[config.mk]
export PLATFORM = sky130hd
export DESIGN_NAME = bvp_regs
export DESIGN_NICKNAME = d
export VERILOG_FILES = /design/src/bvp_pkg.sv /design/src/bvp_page_map.sv /design/src/bvp_regs.sv
export SDC_FILE = /design/constraint.sdc
export NUM_CORES = 1
export LEC_CHECK = 0
export BUFFER_PORTS_ARGS = -buffer_cell sky130_fd_sc_hd__buf_2
export CAP_MARGIN = 20
export CELL_PAD_IN_SITES_DETAIL_PLACEMENT = 0
export CELL_PAD_IN_SITES_GLOBAL_PLACEMENT = 2
export CORE_UTILIZATION = 41
export DETAILED_ROUTE_END_ITERATION = 8
export GPL_ROUTABILITY_DRIVEN = 0
export GPL_TIMING_DRIVEN = 0
export PLACE_DENSITY = 0.84
export SLEW_MARGIN = 20
export SYNTH_ARGS = -nofsm -noshare
export SYNTH_HDL_FRONTEND = slang
export SYNTH_SLANG_ARGS = --single-unit
[constraint.sdc]
create_clock -name ref_clk_in -period 6.3 [get_ports ref_clk_in]
set_clock_uncertainty 0.2 [all_clocks]
set_input_delay 0.315 -clock ref_clk_in [delete_from_list [all_inputs] [get_ports ref_clk_in]]
set_output_delay 0.315 -clock ref_clk_in [all_outputs]
set_load 0.005 [all_outputs]
[src/bvp_pkg.sv]
// constants for the buck voltage and page control register bank
// assumes a single system clock; no timing constants are needed here
package bvp_pkg;

  // widths
  localparam int ADDR_W = 10;
  localparam int CODE_W = 7;
  localparam int MV_W   = 11;

  // full register addresses after page mapping
  localparam logic [9:0] OFS_CONF_A  = 10'h0D1;
  localparam logic [9:0] OFS_CONF_B  = 10'h0D2;
  localparam logic [9:0] OFS_LIM_A   = 10'h0D5;
  localparam logic [9:0] OFS_LIM_B   = 10'h0D6;
  localparam logic [9:0] OFS_SET_A1  = 10'h0D7;
  localparam logic [9:0] OFS_SET_A2  = 10'h0D8;
  localparam logic [9:0] OFS_SET_B1  = 10'h0D9;
  localparam logic [9:0] OFS_SET_B2  = 10'h0DA;
  localparam logic [9:0] OFS_PAGE    = 10'h100;

  // page window bases
  localparam logic [9:0] BASE_LOW    = 10'h000;
  localparam logic [9:0] BASE_HIGH   = 10'h080;
  localparam logic [9:0] BASE_P2     = 10'h100;
  localparam logic [9:0] BASE_P4     = 10'h200;

  // page select codes, four-wire (full) and two-wire (bits 2:1)
  localparam logic [2:0] PG4_LOW     = 3'h0;
  localparam logic [2:0] PG4_HIGH    = 3'h1;
  localparam logic [2:0] PG4_P2      = 3'h2;
  localparam logic [2:0] PG4_P4      = 3'h4;
  localparam logic [1:0] PG2_LOW     = 2'h0;
  localparam logic [1:0] PG2_P2      = 2'h1;
  localparam logic [1:0] PG2_P4      = 2'h2;

  // field positions
  localparam int MODE_BIT   = 7;
  localparam int PAGE_AUTO_RETURN_BIT = 7;
  localparam int WMODE_BIT  = 6;
  localparam int PAGE_MSB   = 2;
  localparam int OPM_MSB    = 1;

  // operating mode field encodings
  localparam logic [1:0] OPM_BY_SET  = 2'h0;
  localparam logic [1:0] OPM_AUTO1   = 2'h1;
  localparam logic [1:0] OPM_PWM     = 2'h2;
  localparam logic [1:0] OPM_AUTO    = 2'h3;

  // reset values
  localparam logic [7:0] RST_SETTING = 8'h00;
  localparam logic [2:0] RST_PAGE    = 3'h0;
  localparam logic [1:0] RST_OPM     = 2'h0;
  localparam logic [6:0] RST_LIMIT   = 7'h00;
  localparam logic [7:0] RD_ZERO     = 8'h00;

  // voltage scale: code 0 is 300 mV, 10 mV per step
  localparam logic [10:0] VMIN_MV    = 11'h12C;
  localparam logic [3:0]  STEP_MV    = 4'hA;

endpackage : bvp_pkg

[src/bvp_page_map.sv]
// page mapping from an in-page serial address to a full register address
// assumes page and interface type are stable during an access
`timescale 1ns/1ps
`default_nettype none

module bvp_page_map
  import bvp_pkg::*;
(
  // page selection
  input  wire logic [2:0]        page_in,
  input  wire logic              four_wire_in,
  // in-page address from the serial engine
  input  wire logic [7:0]        addr_in,
  // mapped address
  output logic      [ADDR_W-1:0] full_addr_out,
  output logic                   hit_out
);

  // offset inside one 128-register window
  logic [ADDR_W-1:0] win_ofs;
  assign win_ofs = {3'h0, addr_in[6:0]};

  // two-wire: bit 0 of the page is ignored, pages 2 and 4 are half size
  logic [ADDR_W-1:0] tw_addr;
  logic              tw_hit;
  assign tw_addr = (page_in[2:1] == PG2_LOW) ? {2'h0, addr_in} :
                   (page_in[2:1] == PG2_P2)  ? (BASE_P2 | win_ofs) :
                                               (BASE_P4 | win_ofs);
  assign tw_hit  = (page_in[2:1] == PG2_LOW) ||
                   (((page_in[2:1] == PG2_P2) || (page_in[2:1] == PG2_P4))
                    && !addr_in[7]);

  // four-wire: seven address bits, each page one 128-register window
  logic [ADDR_W-1:0] fw_base;
  logic              fw_hit;
  assign fw_base = (page_in == PG4_HIGH) ? BASE_HIGH :
                   (page_in == PG4_P2)   ? BASE_P2 :
                   (page_in == PG4_P4)   ? BASE_P4 : BASE_LOW;
  assign fw_hit  = (page_in == PG4_LOW) || (page_in == PG4_HIGH) ||
                   (page_in == PG4_P2)  || (page_in == PG4_P4);

  assign full_addr_out = four_wire_in ? (fw_base | win_ofs)
                                      : tw_addr;
  assign hit_out       = four_wire_in ? fw_hit : tw_hit;

endmodule // bvp_page_map

`default_nettype wire

[src/bvp_regs.sv]
// buck voltage settings, factory limits and page control register bank
// assumes a serial engine that hands over byte accesses and an end strobe
//
// Summary of operation
// - codes are 300 mV plus 10 mV per step; buck B clamps to limit
// - buck B limit read-only, factory loaded, readable in test mode
// - buck A setting bit 7: 0 forces PWM, 1 automatic while selected
// - buck B setting bit 7: 0 forces PWM, 1 automatic while selected
// - with page return set, page field clears when a transaction ends
// - write-mode bit: 0 page write, 1 repeated write for two-wire
// - two-wire pages 00x, 01x, 10x map to 0x000, 0x100, 0x200 windows
// - four-wire pages 000, 001, 010, 100 map to 128-register windows
// - op mode 00 takes PWM or auto from the selected setting's bit
// - buck A also has a read-only factory limit and clamps to it
`timescale 1ns/1ps
`default_nettype none

module bvp_regs
  import bvp_pkg::*;
(
  // clock and reset
  input  wire logic              ref_clk_in,
  input  wire logic              nrst_in,
  // serial engine access port
  input  wire logic              four_wire_in,
  input  wire logic [7:0]        addr_in,
  input  wire logic              wr_en_in,
  input  wire logic [7:0]        wr_data_in,
  input  wire logic              rd_en_in,
  input  wire logic              xfer_done_in,
  output logic      [7:0]        rd_data_out,
  output logic                   rd_valid_out,
  output logic      [2:0]        page_sel_out,
  output logic                   write_mode_out,
  // factory storage and test mode
  input  wire logic [CODE_W-1:0] otp_limit_a_in,
  input  wire logic [CODE_W-1:0] otp_limit_b_in,
  input  wire logic              test_mode_in,
  // voltage selection (dynamic voltage control)
  input  wire logic              buck_a_sel_two_in,
  input  wire logic              buck_b_sel_two_in,
  // regulator side
  output logic      [CODE_W-1:0] buck_a_vcode_out,
  output logic                   buck_a_auto_out,
  output logic      [MV_W-1:0]   buck_a_mv_out,
  output logic      [CODE_W-1:0] buck_b_vcode_out,
  output logic                   buck_b_auto_out,
  output logic      [MV_W-1:0]   buck_b_mv_out
);

  // clamp a requested code to the factory ceiling
  function automatic logic [CODE_W-1:0] clamp_code(
    input logic [CODE_W-1:0] code,
    input logic [CODE_W-1:0] limit);
    clamp_code = (code > limit) ? limit : code;
  endfunction

  // millivolt figure of a code
  function automatic logic [MV_W-1:0] code_to_mv(
    input logic [CODE_W-1:0] code);
    // widen before the product, a 7-bit product would wrap high codes
    code_to_mv = VMIN_MV + MV_W'(code) * MV_W'(STEP_MV);
  endfunction

  // pwm or automatic from the op mode field and selected setting bit
  function automatic logic pick_auto(
    input logic [1:0] opm,
    input logic       set_bit);
    case (opm)
      OPM_BY_SET: pick_auto = set_bit;
      OPM_PWM:    pick_auto = 1'b0;
      default:    pick_auto = 1'b1;
    endcase
  endfunction

  // reset synchroniser: async assert, two-flop release
  logic rst_meta_r;
  logic rst_n;
  always_ff @(posedge ref_clk_in or negedge nrst_in) begin
    if (!nrst_in) begin
      rst_meta_r <= 1'b0;
      rst_n      <= 1'b0;
    end else begin
      rst_meta_r <= 1'b1;
      rst_n      <= rst_meta_r;
    end
  end

  // register state
  logic [7:0]        set_a1_r, set_a2_r, set_b1_r, set_b2_r;
  logic [1:0]        opm_a_r, opm_b_r;
  logic [2:0]        page_r;
  logic              page_auto_return_r, wmode_r;
  logic [CODE_W-1:0] lim_a_r, lim_b_r;
  logic              lim_loaded_r;

  // address mapping through the current page
  logic [ADDR_W-1:0] full_addr;
  logic              addr_hit;
  bvp_page_map u_page_map (
    .page_in       (page_r),
    .four_wire_in  (four_wire_in),
    .addr_in       (addr_in),
    .full_addr_out (full_addr),
    .hit_out       (addr_hit)
  );

  // write decode
  wire wr_ok     = wr_en_in && addr_hit;
  wire wr_set_a1 = wr_ok && (full_addr == OFS_SET_A1);
  wire wr_set_a2 = wr_ok && (full_addr == OFS_SET_A2);
  wire wr_set_b1 = wr_ok && (full_addr == OFS_SET_B1);
  wire wr_set_b2 = wr_ok && (full_addr == OFS_SET_B2);
  wire wr_conf_a = wr_ok && (full_addr == OFS_CONF_A);
  wire wr_conf_b = wr_ok && (full_addr == OFS_CONF_B);
  // page control answers at the base of every window, otherwise the
  // host could never leave page 0; no other register sits there
  wire at_page   = (full_addr == BASE_LOW) || (full_addr == BASE_HIGH) ||
                   (full_addr == OFS_PAGE) || (full_addr == BASE_P4);
  wire wr_page   = wr_ok && at_page;

  // settings and op mode registers
  always_ff @(posedge ref_clk_in or negedge rst_n) begin
    if (!rst_n) begin
      set_a1_r <= RST_SETTING;
      set_a2_r <= RST_SETTING;
      set_b1_r <= RST_SETTING;
      set_b2_r <= RST_SETTING;
      opm_a_r  <= RST_OPM;
      opm_b_r  <= RST_OPM;
    end else begin
      if (wr_set_a1) set_a1_r <= wr_data_in;
      if (wr_set_a2) set_a2_r <= wr_data_in;
      if (wr_set_b1) set_b1_r <= wr_data_in;
      if (wr_set_b2) set_b2_r <= wr_data_in;
      if (wr_conf_a) opm_a_r  <= wr_data_in[OPM_MSB:0];
      if (wr_conf_b) opm_b_r  <= wr_data_in[OPM_MSB:0];
    end
  end

  // page control next value; the end strobe clears the page after any
  // write in the same cycle, so a final write that sets the return bit
  // still lands the host back on the low page
  logic       page_auto_return_nxt;
  logic       wmode_nxt;
  logic [2:0] page_nxt;
  assign page_auto_return_nxt = wr_page ? wr_data_in[PAGE_AUTO_RETURN_BIT] : page_auto_return_r;
  assign wmode_nxt  = wr_page ? wr_data_in[WMODE_BIT]  : wmode_r;
  assign page_nxt   = (xfer_done_in && page_auto_return_nxt) ? RST_PAGE :
                      wr_page ? wr_data_in[PAGE_MSB:0] : page_r;

  always_ff @(posedge ref_clk_in or negedge rst_n) begin
    if (!rst_n) begin
      page_r   <= RST_PAGE;
      page_auto_return_r <= 1'b0;
      wmode_r  <= 1'b0;
    end else begin
      page_r   <= page_nxt;
      page_auto_return_r <= page_auto_return_nxt;
      wmode_r  <= wmode_nxt;
    end
  end

  // factory limits caught once after reset release; the reset itself
  // only loads a constant, storage outputs are sampled by the clock
  always_ff @(posedge ref_clk_in or negedge rst_n) begin
    if (!rst_n) begin
      lim_a_r      <= RST_LIMIT;
      lim_b_r      <= RST_LIMIT;
      lim_loaded_r <= 1'b0;
    end else if (!lim_loaded_r) begin
      lim_a_r      <= otp_limit_a_in;
      lim_b_r      <= otp_limit_b_in;
      lim_loaded_r <= 1'b1;
    end
  end

  // read decode; limits show only in test mode, reserved bits read zero
  logic [7:0] rd_mux;
  assign rd_mux =
    !addr_hit                 ? RD_ZERO :
    (full_addr == OFS_SET_A1) ? set_a1_r :
    (full_addr == OFS_SET_A2) ? set_a2_r :
    (full_addr == OFS_SET_B1) ? set_b1_r :
    (full_addr == OFS_SET_B2) ? set_b2_r :
    (full_addr == OFS_CONF_A) ? {6'h00, opm_a_r} :
    (full_addr == OFS_CONF_B) ? {6'h00, opm_b_r} :
    at_page                   ? {page_auto_return_r, wmode_r, 3'h0, page_r} :
    (full_addr == OFS_LIM_A && test_mode_in) ? {1'b0, lim_a_r} :
    (full_addr == OFS_LIM_B && test_mode_in) ? {1'b0, lim_b_r} :
    RD_ZERO;

  always_ff @(posedge ref_clk_in or negedge rst_n) begin
    if (!rst_n) begin
      rd_data_out  <= RD_ZERO;
      rd_valid_out <= 1'b0;
    end else begin
      rd_valid_out <= rd_en_in;
      if (rd_en_in) rd_data_out <= rd_mux;
    end
  end

  // selected setting per buck, clamped and turned into a mode
  logic [7:0]        sel_a, sel_b;
  logic [CODE_W-1:0] code_a_nxt, code_b_nxt;
  logic              auto_a_nxt, auto_b_nxt;
  assign sel_a      = buck_a_sel_two_in ? set_a2_r : set_a1_r;
  assign sel_b      = buck_b_sel_two_in ? set_b2_r : set_b1_r;
  assign code_a_nxt = clamp_code(sel_a[CODE_W-1:0], lim_a_r);
  assign code_b_nxt = clamp_code(sel_b[CODE_W-1:0], lim_b_r);
  assign auto_a_nxt = pick_auto(opm_a_r, sel_a[MODE_BIT]);
  assign auto_b_nxt = pick_auto(opm_b_r, sel_b[MODE_BIT]);

  // regulator outputs, registered one cycle after the selection moves
  always_ff @(posedge ref_clk_in or negedge rst_n) begin
    if (!rst_n) begin
      buck_a_vcode_out <= RST_LIMIT;
      buck_b_vcode_out <= RST_LIMIT;
      buck_a_auto_out  <= 1'b0;
      buck_b_auto_out  <= 1'b0;
      buck_a_mv_out    <= VMIN_MV;
      buck_b_mv_out    <= VMIN_MV;
    end else begin
      buck_a_vcode_out <= code_a_nxt;
      buck_b_vcode_out <= code_b_nxt;
      buck_a_auto_out  <= auto_a_nxt;
      buck_b_auto_out  <= auto_b_nxt;
      buck_a_mv_out    <= code_to_mv(code_a_nxt);
      buck_b_mv_out    <= code_to_mv(code_b_nxt);
    end
  end

  // page control fields seen by the serial engine
  always_ff @(posedge ref_clk_in or negedge rst_n) begin
    if (!rst_n) begin
      page_sel_out   <= RST_PAGE;
      write_mode_out <= 1'b0;
    end else begin
      page_sel_out   <= page_nxt;
      write_mode_out <= wmode_nxt;
    end
  end

  // checks
  page_return_a: assert property (@(posedge ref_clk_in)
    disable iff (!rst_n)
    xfer_done_in && page_auto_return_nxt
    |=> page_r == RST_PAGE && page_sel_out == RST_PAGE)
    else $error("page not returned after transaction");

  write_mode_a: assert property (@(posedge ref_clk_in)
    disable iff (!rst_n)
    wr_page |=> write_mode_out == $past(wr_data_in[WMODE_BIT]))
    else $error("write mode bit not taken");

  // scale recomputed at full width so that high codes cannot wrap
  clamp_b_a: assert property (@(posedge ref_clk_in)
    disable iff (!rst_n)
    lim_loaded_r |=> buck_b_vcode_out <= lim_b_r &&
      buck_b_mv_out == VMIN_MV + MV_W'(buck_b_vcode_out) * MV_W'(STEP_MV))
    else $error("buck b code above limit or wrong scale");

  clamp_a_a: assert property (@(posedge ref_clk_in)
    disable iff (!rst_n)
    lim_loaded_r |=> buck_a_vcode_out <= lim_a_r)
    else $error("buck a code above limit");

  limit_hidden_a: assert property (@(posedge ref_clk_in)
    disable iff (!rst_n)
    rd_en_in && !test_mode_in && addr_hit && full_addr == OFS_LIM_B
    |=> rd_valid_out && rd_data_out == RD_ZERO)
    else $error("limit readable outside test mode");

  limit_fixed_a: assert property (@(posedge ref_clk_in)
    disable iff (!rst_n)
    lim_loaded_r |=> $stable(lim_b_r) && $stable(lim_a_r))
    else $error("factory limit changed");

  mode_a_a: assert property (@(posedge ref_clk_in)
    disable iff (!rst_n)
    opm_a_r == OPM_BY_SET && !buck_a_sel_two_in
    |=> buck_a_auto_out == $past(set_a1_r[MODE_BIT]))
    else $error("buck a mode not from setting one");

  mode_b_a: assert property (@(posedge ref_clk_in)
    disable iff (!rst_n)
    opm_b_r == OPM_BY_SET && buck_b_sel_two_in
    |=> buck_b_auto_out == $past(set_b2_r[MODE_BIT]))
    else $error("buck b mode not from setting two");

  forced_pwm_a: assert property (@(posedge ref_clk_in)
    disable iff (!rst_n)
    opm_a_r == OPM_PWM ##1 opm_a_r == OPM_PWM |-> !buck_a_auto_out)
    else $error("buck a not in pwm when forced");

  map_two_a: assert property (@(posedge ref_clk_in)
    disable iff (!rst_n)
    !four_wire_in && page_r[2:1] == PG2_P2 && !addr_in[7]
    |-> addr_hit && full_addr == (BASE_P2 | {3'h0, addr_in[6:0]}))
    else $error("two-wire page mapping wrong");

  map_four_a: assert property (@(posedge ref_clk_in)
    disable iff (!rst_n)
    four_wire_in && page_r == PG4_HIGH
    |-> addr_hit && full_addr == (BASE_HIGH | {3'h0, addr_in[6:0]}))
    else $error("four-wire page mapping wrong");

  follow_sel_a: assert property (@(posedge ref_clk_in)
    disable iff (!rst_n)
    $changed(buck_b_sel_two_in) && lim_loaded_r
    |=> buck_b_vcode_out == clamp_code(($past(buck_b_sel_two_in)
          ? $past(set_b2_r[CODE_W-1:0]) : $past(set_b1_r[CODE_W-1:0])),
          lim_b_r))
    else $error("buck b output did not follow selection");

endmodule // bvp_regs

`default_nettype wire

== Yosys cells after proc, flatten, opt, wreduce, memory -nomap -nowiden ==
Cells that the tools add are included.
Word-level totals
  flip-flop bits (word level): 105
  logic and storage cells: 100
  bits of input ports: 39
Cells by class
  $mul: 2
  bitwise gates (word level): 1
  add/subtract/negate cells: 2
  mux-type cells: 26
  reductions and logical operators: 27
  order comparisons: 2
  equality and inequality tests: 18
Operator list (number)
  $eq 10x8->1 const B: 9
  $mux 8: 10
  $mux 10: 6
  $mux 7: 4
  $add 9x11->11 const A: 2
  $mul 7x3->10 const B: 2
  $gt 7x7->1: 2
  $logic_and 1x1->1: 12
  $eq 10x10->1 const B: 1
  $eq 10x9->1 const B: 1
  $logic_not 10->1: 1
  $or 10x7->10: 1
  $logic_or 1x1->1: 8
  $eq 2x2->1 const B: 3
  $logic_not 2->1: 3
  $mux 3: 2
  $pmux 1 s2: 2
  $eq 3x1->1 const B: 1
  $eq 3x2->1 const B: 1
  $eq 3x3->1 const B: 1
  $logic_not 3->1: 1
  $eq 2x1->1 const B: 1
  $mux 1: 2
  $reduce_bool 2->1: 1
  $logic_not 1->1: 1

== Depth between registers and ports, before layout ==
Gate-level depths: netlist of run 1.
  word-level depth: 18
  gate-level depth with buffers: 20

== Modules after synthesis ==
From an unflattened synthesis of run 1, not the netlist that was laid out.
Second synthesis, totals
  cells, all modules: 494
  area total of the unflattened synthesis: 5575.3 µm²
By module, submodules not included
  bvp_regs: cells each 469, sequential area each 2537.4 µm², area an instance 5385.2 µm², times used 1
  bvp_page_map: cells each 25, sequential area each 0.0 µm², area an instance 190.2 µm², times used 1

== Worst setup path before layout of run 1 ==
Ideal clock, no wire load.
  path kind: input to register
  start point: input port buck_b_sel_two_in
  end point: register buck_b_mv_out[10]
  cell stages on the path: 18
  path slack: 1.767 ns
  data arrival time: 4.267 ns
  path buffers: 2
  required time: 6.034 ns
  path through: buf_2 -> mux2_2 -> ha_1 -> a211oi_1 -> nor2_1 -> nor3_2 -> nand2b_1 -> clkbuf_1 -> mux2_2 -> ha_1 -> ha_1 -> inv_1 -> fa_1 -> o21ai_0 -> nor4b_1 -> a21oi_1 -> o21ai_0 -> o311a_1
Between the ends
  word-level cells in the longest chain between the ends: 5
RTL lines
  from (decl): RTL line bvp_regs.sv:41  | input wire logic buck_b_sel_two_in,
  $mux 8 (*): RTL line bvp_regs.sv:208  | assign sel_b = buck_b_sel_two_in ? set_b2_r : set_b1_r;
  $gt 7x7->1: RTL line bvp_regs.sv:55  | clamp_code = (code > limit) ? limit : code;
  $mux 7 (*): RTL line bvp_regs.sv:55
  via code_b_nxt[3]: RTL line bvp_regs.sv:205  | logic [CODE_W-1:0] code_a_nxt, code_b_nxt;
  $mul 7x3->10 (*): RTL line bvp_regs.sv:62  | code_to_mv = VMIN_MV + MV_W'(code) * MV_W'(STEP_MV);
  $add 9x11->11 (*): RTL line bvp_regs.sv:62
  to (signal assigned): RTL line bvp_regs.sv:229  | buck_b_mv_out <= code_to_mv(code_b_nxt);
  to (decl): RTL line bvp_regs.sv:48  | output logic [MV_W-1:0] buck_b_mv_out
The timed path passes the listed nets; every way through them passes the cells marked *.
A chain may end at the register's enable or synchronous reset.

== Final worst setup path of run 1 ==
  start point: register set_b1_r[4]
  end point: register buck_b_mv_out[10]
Between the ends
  word-level cells in the longest chain between the ends: 5
RTL lines
  from (decl): RTL line bvp_regs.sv:90  | logic [7:0] set_a1_r, set_a2_r, set_b1_r, set_b2_r;
  from (signal assigned): RTL line bvp_regs.sv:134  | if (wr_set_b1) set_b1_r <= wr_data_in;
  $mux 8: RTL line bvp_regs.sv:208
  $gt 7x7->1: RTL line bvp_regs.sv:55
  $mux 7: RTL line bvp_regs.sv:55
  via code_b_nxt[3]: RTL line bvp_regs.sv:205
  $mul 7x3->10: RTL line bvp_regs.sv:62
  $add 9x11->11: RTL line bvp_regs.sv:62
The timed path passes the listed nets, and every way through them passes these cells.

==> run_results.csv, run 1 <==
group,metric,value,unit
placement,placed_cells,765,
critical_path,crit_arrival,4.96,ns
floorplan,dieArea,14500,um^2
power,total_power,1.47,mW
synthesis,yosys_warnings,0,
power,peakVddDrop,0.132,mV
flow_run,max_cap_viol_count,0,
placement,numPortBuffers,85,
synthesis,syn_inst,500,
cells_and_area,syn2layout_area_growth,19.1,%
timing,holdWs,0.00760,ns
cells_and_area,drive_gt1_frac,0.316,
run_status,status,"completed",
clock_tree,cts_buffers,9,
floorplan,io_pins,90,
synthesis,yosysUniqueCellTypes,68,
timing,hold_viol,0,
critical_path,critPathKind,"flip-flop to flip-flop",
synthesis,async_flop_share,1.00,
global_route,track_usage,0.210,
timing,setup_viol,0,
global_route,grt_start_max_net_pins,52,
synthesis,yosys.area.top_type,"dfrtp_1",
placement,hpwlAfterDp,11100,um
timing,rsz0062_at_grt,"no",
critical_path,crit_required,6.39,ns
synthesis,synth-seq-area-share,0.441,
synthesis,yosysMostFrequentCell,"dfrtp_1",
cells_and_area,fin_area,6850,um^2
synthesis,synth_area,5750,um^2
floorplan,die_y,120,um
detailed_routing,wl,14400,um
clock_tree,postCtsSetupBuffers,0,
detailed_routing,drtIter0Drc,294,
timing,min_period,4.87,ns
global_route,overflow,0,
detailed_routing,drc_errors,0,
cells_and_area,fillers,1286,
power,p_per_area,215,nW/um^2
clock_tree,clock_sinks,101,
detailed_routing,final_antenna_net_count,0,
worst_hold_path,hp-class,"primary input to flip-flop",
timing,fmax,205,MHz
synthesis,synthTopCellsByCount,"dfrtp_1 (93), mux2_2 (59), ha_1 (39)",
synthesis,synth-main-ff-cell,"dfrtp_1",
clock_tree,clkTransAtPathRegs,0.07,ns
timing,worstMarginPinSlew,0.813,ns
synthesis,synth_edf_count,0,
placement,dpl-instance-area,6450,um^2
timing,period_share,0.773,
global_route,antenna_found_initial,0,
cells_and_area,multi_input_area,3030,um^2
synthesis,ys_ff_latch,101,
detailed_routing,vias,4347,
clock_tree,cts_tree,"yes",
clock_tree,clock_path_buffers,2,
synthesis,synthTopCellsByArea,"dfrtp_1 (40%), mux2_2 (12%), ha_1 (8.5%), dfstp_2 (3.7%), mux2_1 (3.1%)",
timing,maxSlewViolCount,0,
clock_tree,clock_latency,0.35,ns
cells_and_area,layout.nets,693,
critical_path,path_max_fanout,6,
detailed_routing,route.detailed.wl_per_inst,18.1,um
timing,slew_headroom,0.457,
power,p_leak,3.47,nW
floorplan,rows,42,
detailed_routing,first_pass_iters,5,
floorplan,initial_utilization,0.428,
cells_and_area,stdcell_count,794,
floorplan,core_area,13500,um^2
global_route,grt_pass1_wl,23300,um
cells_and_area,antenna_cells,0,
clock_tree,cts_root_buf,"clkbuf_16",
cells_and_area,regArea,2540,um^2
critical_path,start_kind,"flip-flop",
floorplan,die_w,120,um
clock_tree,h-tree-depth,3,
global_route,grt_pass1_vias,4443,
critical_path,end_kind,"flip-flop",
timing,tns,0,ns
synthesis,synth_top_area_share,0.404,
detailed_routing,viasPerCell,5.47,
synthesis,avgSynthCellArea,11.5,um^2
logic make-up (layout without fill, tap and decap cells):
logic type / count (synthesis) / count (layout) / synth area share
other cells: 2 / 4 / 0.00131
mux: 85 / 85 / 0.164
fa+ha+maj: 41 / 41 / 0.0918
simple gates: 110 / 110 / 0.116
flops: 101 / 101 / 0.441
compound gates: 99 / 99 / 0.127
buf+inv: 47 / 163 / 0.0354
xor+xnor: 15 / 15 / 0.0228
area by class of cell:
cell class,instances,area share
inverter,33,0.0181
sequential,101,0.371
multi-input combinational,354,0.442
clock inverter,4,0.00347
buffer,14,0.0117
tap,176,0.0321
clock buffer,12,0.0360
timing repair buffer,100,0.0862
power by group:
group          total (mW)  switching (mW)  leakage [nW]  internal, mW
clock network       0.518           0.240         0.136         0.278
registers           0.727          0.0329          1.33         0.694
logic               0.226           0.120          2.01         0.106
placed cells by master (no fill, tap or decap), drive strengths merged, types with 11 or more instances in the layout:
master and n:
nand2 14, buf 97, clkbuf 16, ha 39
xnor2 11, nor2 21, dfrtp 93, inv 33
a21oi 16, dlygate4sd3 13, o21ai 14, a22oi 13
mux2 75, nor2b 12
timing repair:
item,in CTS,in global routing
hold endpoints to repair,16,0
resized for setup,0,0
hold buffers,13,0
flip-flops by register name, indices dropped and copies added, names as in the netlist, 3 cells and up:
signal            flops
buck_a_mv_out         9
buck_a_vcode_out      7
buck_b_mv_out         9
buck_b_vcode_out      7
lim_a_r               7
lim_b_r               7
page_sel_out          3
rd_data_out           8
set_a1_r              8
set_a2_r              8
set_b1_r              8
set_b2_r              8
final timing paths:
check                                  start           endpoint  slack, ns  cells after the start
max                              set_b1_r[4]  buck_b_mv_out[10]       1.43                     17
min                        otp_limit_b_in[0]         lim_b_r[0]      0.008                      2
max reg2reg                      set_b1_r[4]  buck_b_mv_out[10]       1.43                     17
min reg2reg                       rst_meta_r              rst_n       0.16                      0
max in group asynchronous              rst_n   buck_a_mv_out[2]       4.99                      1
min in group asynchronous            nrst_in              rst_n       0.07                      2
metrics by stage:
stage / worst slack [ns] / utilization
6_report: 1.43 / 0.509
5_1_grt: 1.08 / 0.509
4_1_cts: 1.43 / 0.509
3_5_place_dp: 1.18 / 0.480
3_3_place_gp: 1.22 / 0.476
2_1_floorplan: 1.77 / -
layer usage:
layer	GRT usage	up-vias	part of all wire	wire length, um
li1	-	2067	-	-
met1	0.296	2153	0.48	6940
met4	0.0764	0	0.016	236
met2	0.329	110	0.46	6630
met5	0	-	0	0
met3	0.0302	17	0.041	591
worst max-delay path: stages, from the launching register on:
cell and delay (ns):
dfrtp_1 0.39, mux2_2 0.28, ha_1 0.30, a211oi_1 0.23
nor2_1 0.13, nor3_2 0.17, nand2b_1 0.13, clkbuf_1 0.29
mux2_2 0.43, ha_1 0.29, ha_1 0.21, inv_1 0.07
fa_1 0.50, o21ai_0 0.19, nor4b_1 0.56, a21oi_1 0.09
o21ai_0 0.18, o311a_1 0.18
Power figures use the tool's default switching activity.
==> inputs of run 2 (changes only) <==
--- a/config.mk
+++ b/config.mk
@@ -5,15 +5,16 @@
 export SDC_FILE = /design/constraint.sdc
 export NUM_CORES = 1
 export LEC_CHECK = 0
+export ABC_AREA = 1
 export BUFFER_PORTS_ARGS = -buffer_cell sky130_fd_sc_hd__buf_2
 export CAP_MARGIN = 20
 export CELL_PAD_IN_SITES_DETAIL_PLACEMENT = 0
 export CELL_PAD_IN_SITES_GLOBAL_PLACEMENT = 2
-export CORE_UTILIZATION = 41
+export CORE_UTILIZATION = 34
 export DETAILED_ROUTE_END_ITERATION = 8
 export GPL_ROUTABILITY_DRIVEN = 0
 export GPL_TIMING_DRIVEN = 0
-export PLACE_DENSITY = 0.84
+export PLACE_DENSITY = 0.78
 export SLEW_MARGIN = 20
 export SYNTH_ARGS = -nofsm -noshare
 export SYNTH_HDL_FRONTEND = slang
==> constraint.sdc (replaced) <==
create_clock -name ref_clk_in -period 4.8 [get_ports ref_clk_in]
set_clock_uncertainty 0.2 [all_clocks]
set_input_delay 0.24 -clock ref_clk_in [delete_from_list [all_inputs] [get_ports ref_clk_in]]
set_output_delay 0.24 -clock ref_clk_in [all_outputs]
set_load 0.005 [all_outputs]
==> run 2 against run 1 <==
Critical path depth up 3; utilization is 8.7 points lower; non-clock buffer count grew 8; combinational power increased by 95%; sequential cell count stayed put; via count grew 13%.
==> run_results.csv, run 2 <==
group,metric,value,unit
timing,period_share,0.923,
floorplan,core_area,16500,um^2
global_route,grt_start_max_net_pins,55,
cells_and_area,regArea,2540,um^2
run_status,status,"completed",
detailed_routing,viasPerCell,4.70,
timing,setup_viol,0,
synthesis,synth-main-ff-cell,"dfrtp_1",
clock_tree,clock_sinks,101,
detailed_routing,drtIter0Drc,245,
synthesis,synth_edf_count,0,
critical_path,critPathLaunch,"set_b1_r[2]",
clock_tree,postCtsSetupBuffers,0,
cells_and_area,layout.nets,896,
placement,numPortBuffers,87,
cells_and_area,top_regs,"buck_a_mv_out (9), buck_b_mv_out (9)",
synthesis,synth_area,5750,um^2
cells_and_area,fillers,1738,
detailed_routing,first_pass_iters,5,
clock_tree,cts_tree,"yes",
synthesis,synth-seq-area-share,0.441,
synthesis,synthTopCellsByArea,"dfrtp_1 (40%), nand2_1 (11%), ha_1 (8.5%), inv_1 (5.4%), a21oi_1 (3.7%)",
clock_tree,cts_buffers,9,
timing,rsz0062_at_grt,"no",
worst_hold_path,min_from,"wr_data_in[1]",
critical_path,cp_slowest_stage_delay,0.41,ns
power,p_per_area,296,nW/um^2
clock_tree,clock_latency,0.35,ns
floorplan,die_w,132,um
timing,fmax,226,MHz
detailed_routing,final_antenna_net_count,0,
timing,holdWs,0.0209,ns
synthesis,yosysMostFrequentCell,"nand2_1",
power,p_leak,3.68,nW
floorplan,initial_utilization,0.348,
cells_and_area,multi_input_area,2800,um^2
global_route,overflow,0,
power,peakVddDrop,0.160,mV
global_route,grt_pass1_wl,24800,um
critical_path,crit_required,4.83,ns
worst_hold_path,hp-class,"primary input to flip-flop",
floorplan,rows,47,
synthesis,yosysUniqueCellTypes,44,
synthesis,async_flop_share,1.00,
detailed_routing,drc_errors,0,
cells_and_area,drive_gt1_frac,0.197,
critical_path,end_kind,"flip-flop",
timing,hold_viol,0,
cells_and_area,final_common_cell,"nand2_1",
global_route,track_usage,0.183,
critical_path,r2r_start,"set_b1_r[2]",
clock_tree,clkTransAtPathRegs,0.06,ns
synthesis,avgSynthCellArea,8.27,um^2
detailed_routing,wl,15000,um
timing,min_period,4.43,ns
timing,slew_headroom,0.587,
floorplan,io_pins,90,
timing,worstMarginPinSlew,0.614,ns
critical_path,critPathBufInv,3,
cells_and_area,mostFrequentLayoutCells,"nand2_1 (173), dfrtp_1 (92), buf_2 (90)",
detailed_routing,route.detailed.wl_per_inst,14.4,um
cells_and_area,syn2layout_area_growth,21.3,%
synthesis,synthTopCellsByCount,"nand2_1 (174), dfrtp_1 (93), inv_1 (82)",
synthesis,ys_ff_latch,101,
synthesis,syn_inst,696,
clock_tree,cts_root_buf,"clkbuf_16",
floorplan,dieArea,17400,um^2
timing,maxSlewViolCount,0,
synthesis,yosys.area.top_type,"dfrtp_1",
cells_and_area,antenna_cells,0,
critical_path,crit_slowest_cell,"dfrtp_1",
placement,hpwlAfterDp,11800,um
critical_path,cpLargestDelayFamily,"adder cells",
critical_path,cp_cell_sequence,"mux2_2, ha_1, a21oi_1, o21ai_1, nand2_1, o211ai_1, nand2_1, clkbuf_1, o21ai_1, ha_1, ha_1, inv_1, fa_1, o31ai_2, xor2_1, inv_1, nor2_1, nand4_1, nand3_1, nand2_1",
floorplan,die_y,132,um
critical_path,start_kind,"flip-flop",
flow_run,max_cap_viol_count,0,
critical_path,critPathKind,"flip-flop to flip-flop",
detailed_routing,vias,4897,
critical_path,crit_arrival,4.46,ns
clock_tree,h-tree-depth,3,
clock_tree,clock_path_buffers,2,
synthesis,synth_top_area_share,0.405,
synthesis,yosys_warnings,0,
global_route,antenna_found_initial,0,
power,total_power,2.07,mW
critical_path,path_max_fanout,10,
global_route,grt_pass1_vias,4912,
-- run 2: cell types whose count changed after synthesis, sizes merged, moves of 6 or more --
cell   previous run  this run
mux2             75         4
inv              33        91
a21oi            16        44
a22oi            13         0
xnor2            11         5
nand3            10        27
nor2b            12         0
nand2            14       182
xor2              4        13
o21ai            14        77
nor2             21        56
-- run 2: worst min-delay path: stages --
cell     delay [ns]
buf_2          0.09
nand2_1        0.04
o21ai_0        0.06
nand2_1        0.05
inv_1          0.05
-- run 2: final timing paths --
kind	endpoint	slack (ns)	cells after the start
worst max-delay path	buck_b_mv_out[9]	0.37	20
worst min-delay path	page_sel_out[1]	0.02	5
worst max register to register	buck_b_mv_out[9]	0.37	20
worst min register to register	buck_a_vcode_out[1]	0.13	0
max in group asynchronous	write_mode_out	3.60	1
min in group asynchronous	buck_a_vcode_out[1]	0.13	0
-- run 2: repair_timing --
action,CTS,global route
endpoints found under the hold margin,21,0
resized for setup,0,9
setup endpoints to repair,0,4
hold buffers,20,0
-- run 2: metal layers --
| layer | part of all wire | GRT usage | vias up |
|---|---|---|---|
| met3 | 0.028 | 0.0265 | 20 |
| met4 | 0.023 | 0.0685 | 0 |
| li1 | - | - | 2487 |
| met1 | 0.47 | 0.240 | 2306 |
| met5 | 0 | 0 | - |
| met2 | 0.48 | 0.306 | 84 |
-- run 2: stage by stage --
stage	setup slack, ns	setup TNS (ns)	cell area (um^2)	utilization	instances
2_1_floorplan	0.696	0	5760	-	698
3_3_place_gp	-0.0932	-0.163	6470	0.392	1005
3_5_place_dp	-0.0930	-0.159	6500	0.394	1006
4_1_cts	0.185	0	6970	0.422	1042
5_1_grt	0.0242	0	6980	0.422	1041
6_report	0.372	0	6980	0.422	1041
-- run 2: logic make-up (layout without fill, tap and decap cells) --
group | count (synthesis) | after routing | synth area share
xor+xnor | 18 | 18 | 0.0274
simple gates | 283 | 283 | 0.218
mux | 9 | 9 | 0.0165
other cells | 2 | 4 | 0.00131
flops | 101 | 101 | 0.441
compound gates | 135 | 135 | 0.129
buf+inv | 107 | 230 | 0.0750
fa+ha+maj | 41 | 41 | 0.0918
-- run 2: area by class of cell --
type | instances | area share
clock buffer | 15 | 0.0369
clock inverter | 1 | 0.00126
sequential | 101 | 0.364
tap | 220 | 0.0395
timing repair buffer | 108 | 0.0951
multi-input combinational | 490 | 0.402
buffer | 14 | 0.0118
inverter | 92 | 0.0495
-- run 2: power by group --
| part | total (mW) | internal [mW] | switching, mW |
|---|---|---|---|
| clock network | 0.676 | 0.368 | 0.308 |
| registers | 0.948 | 0.906 | 0.0422 |
| logic | 0.440 | 0.158 | 0.283 |
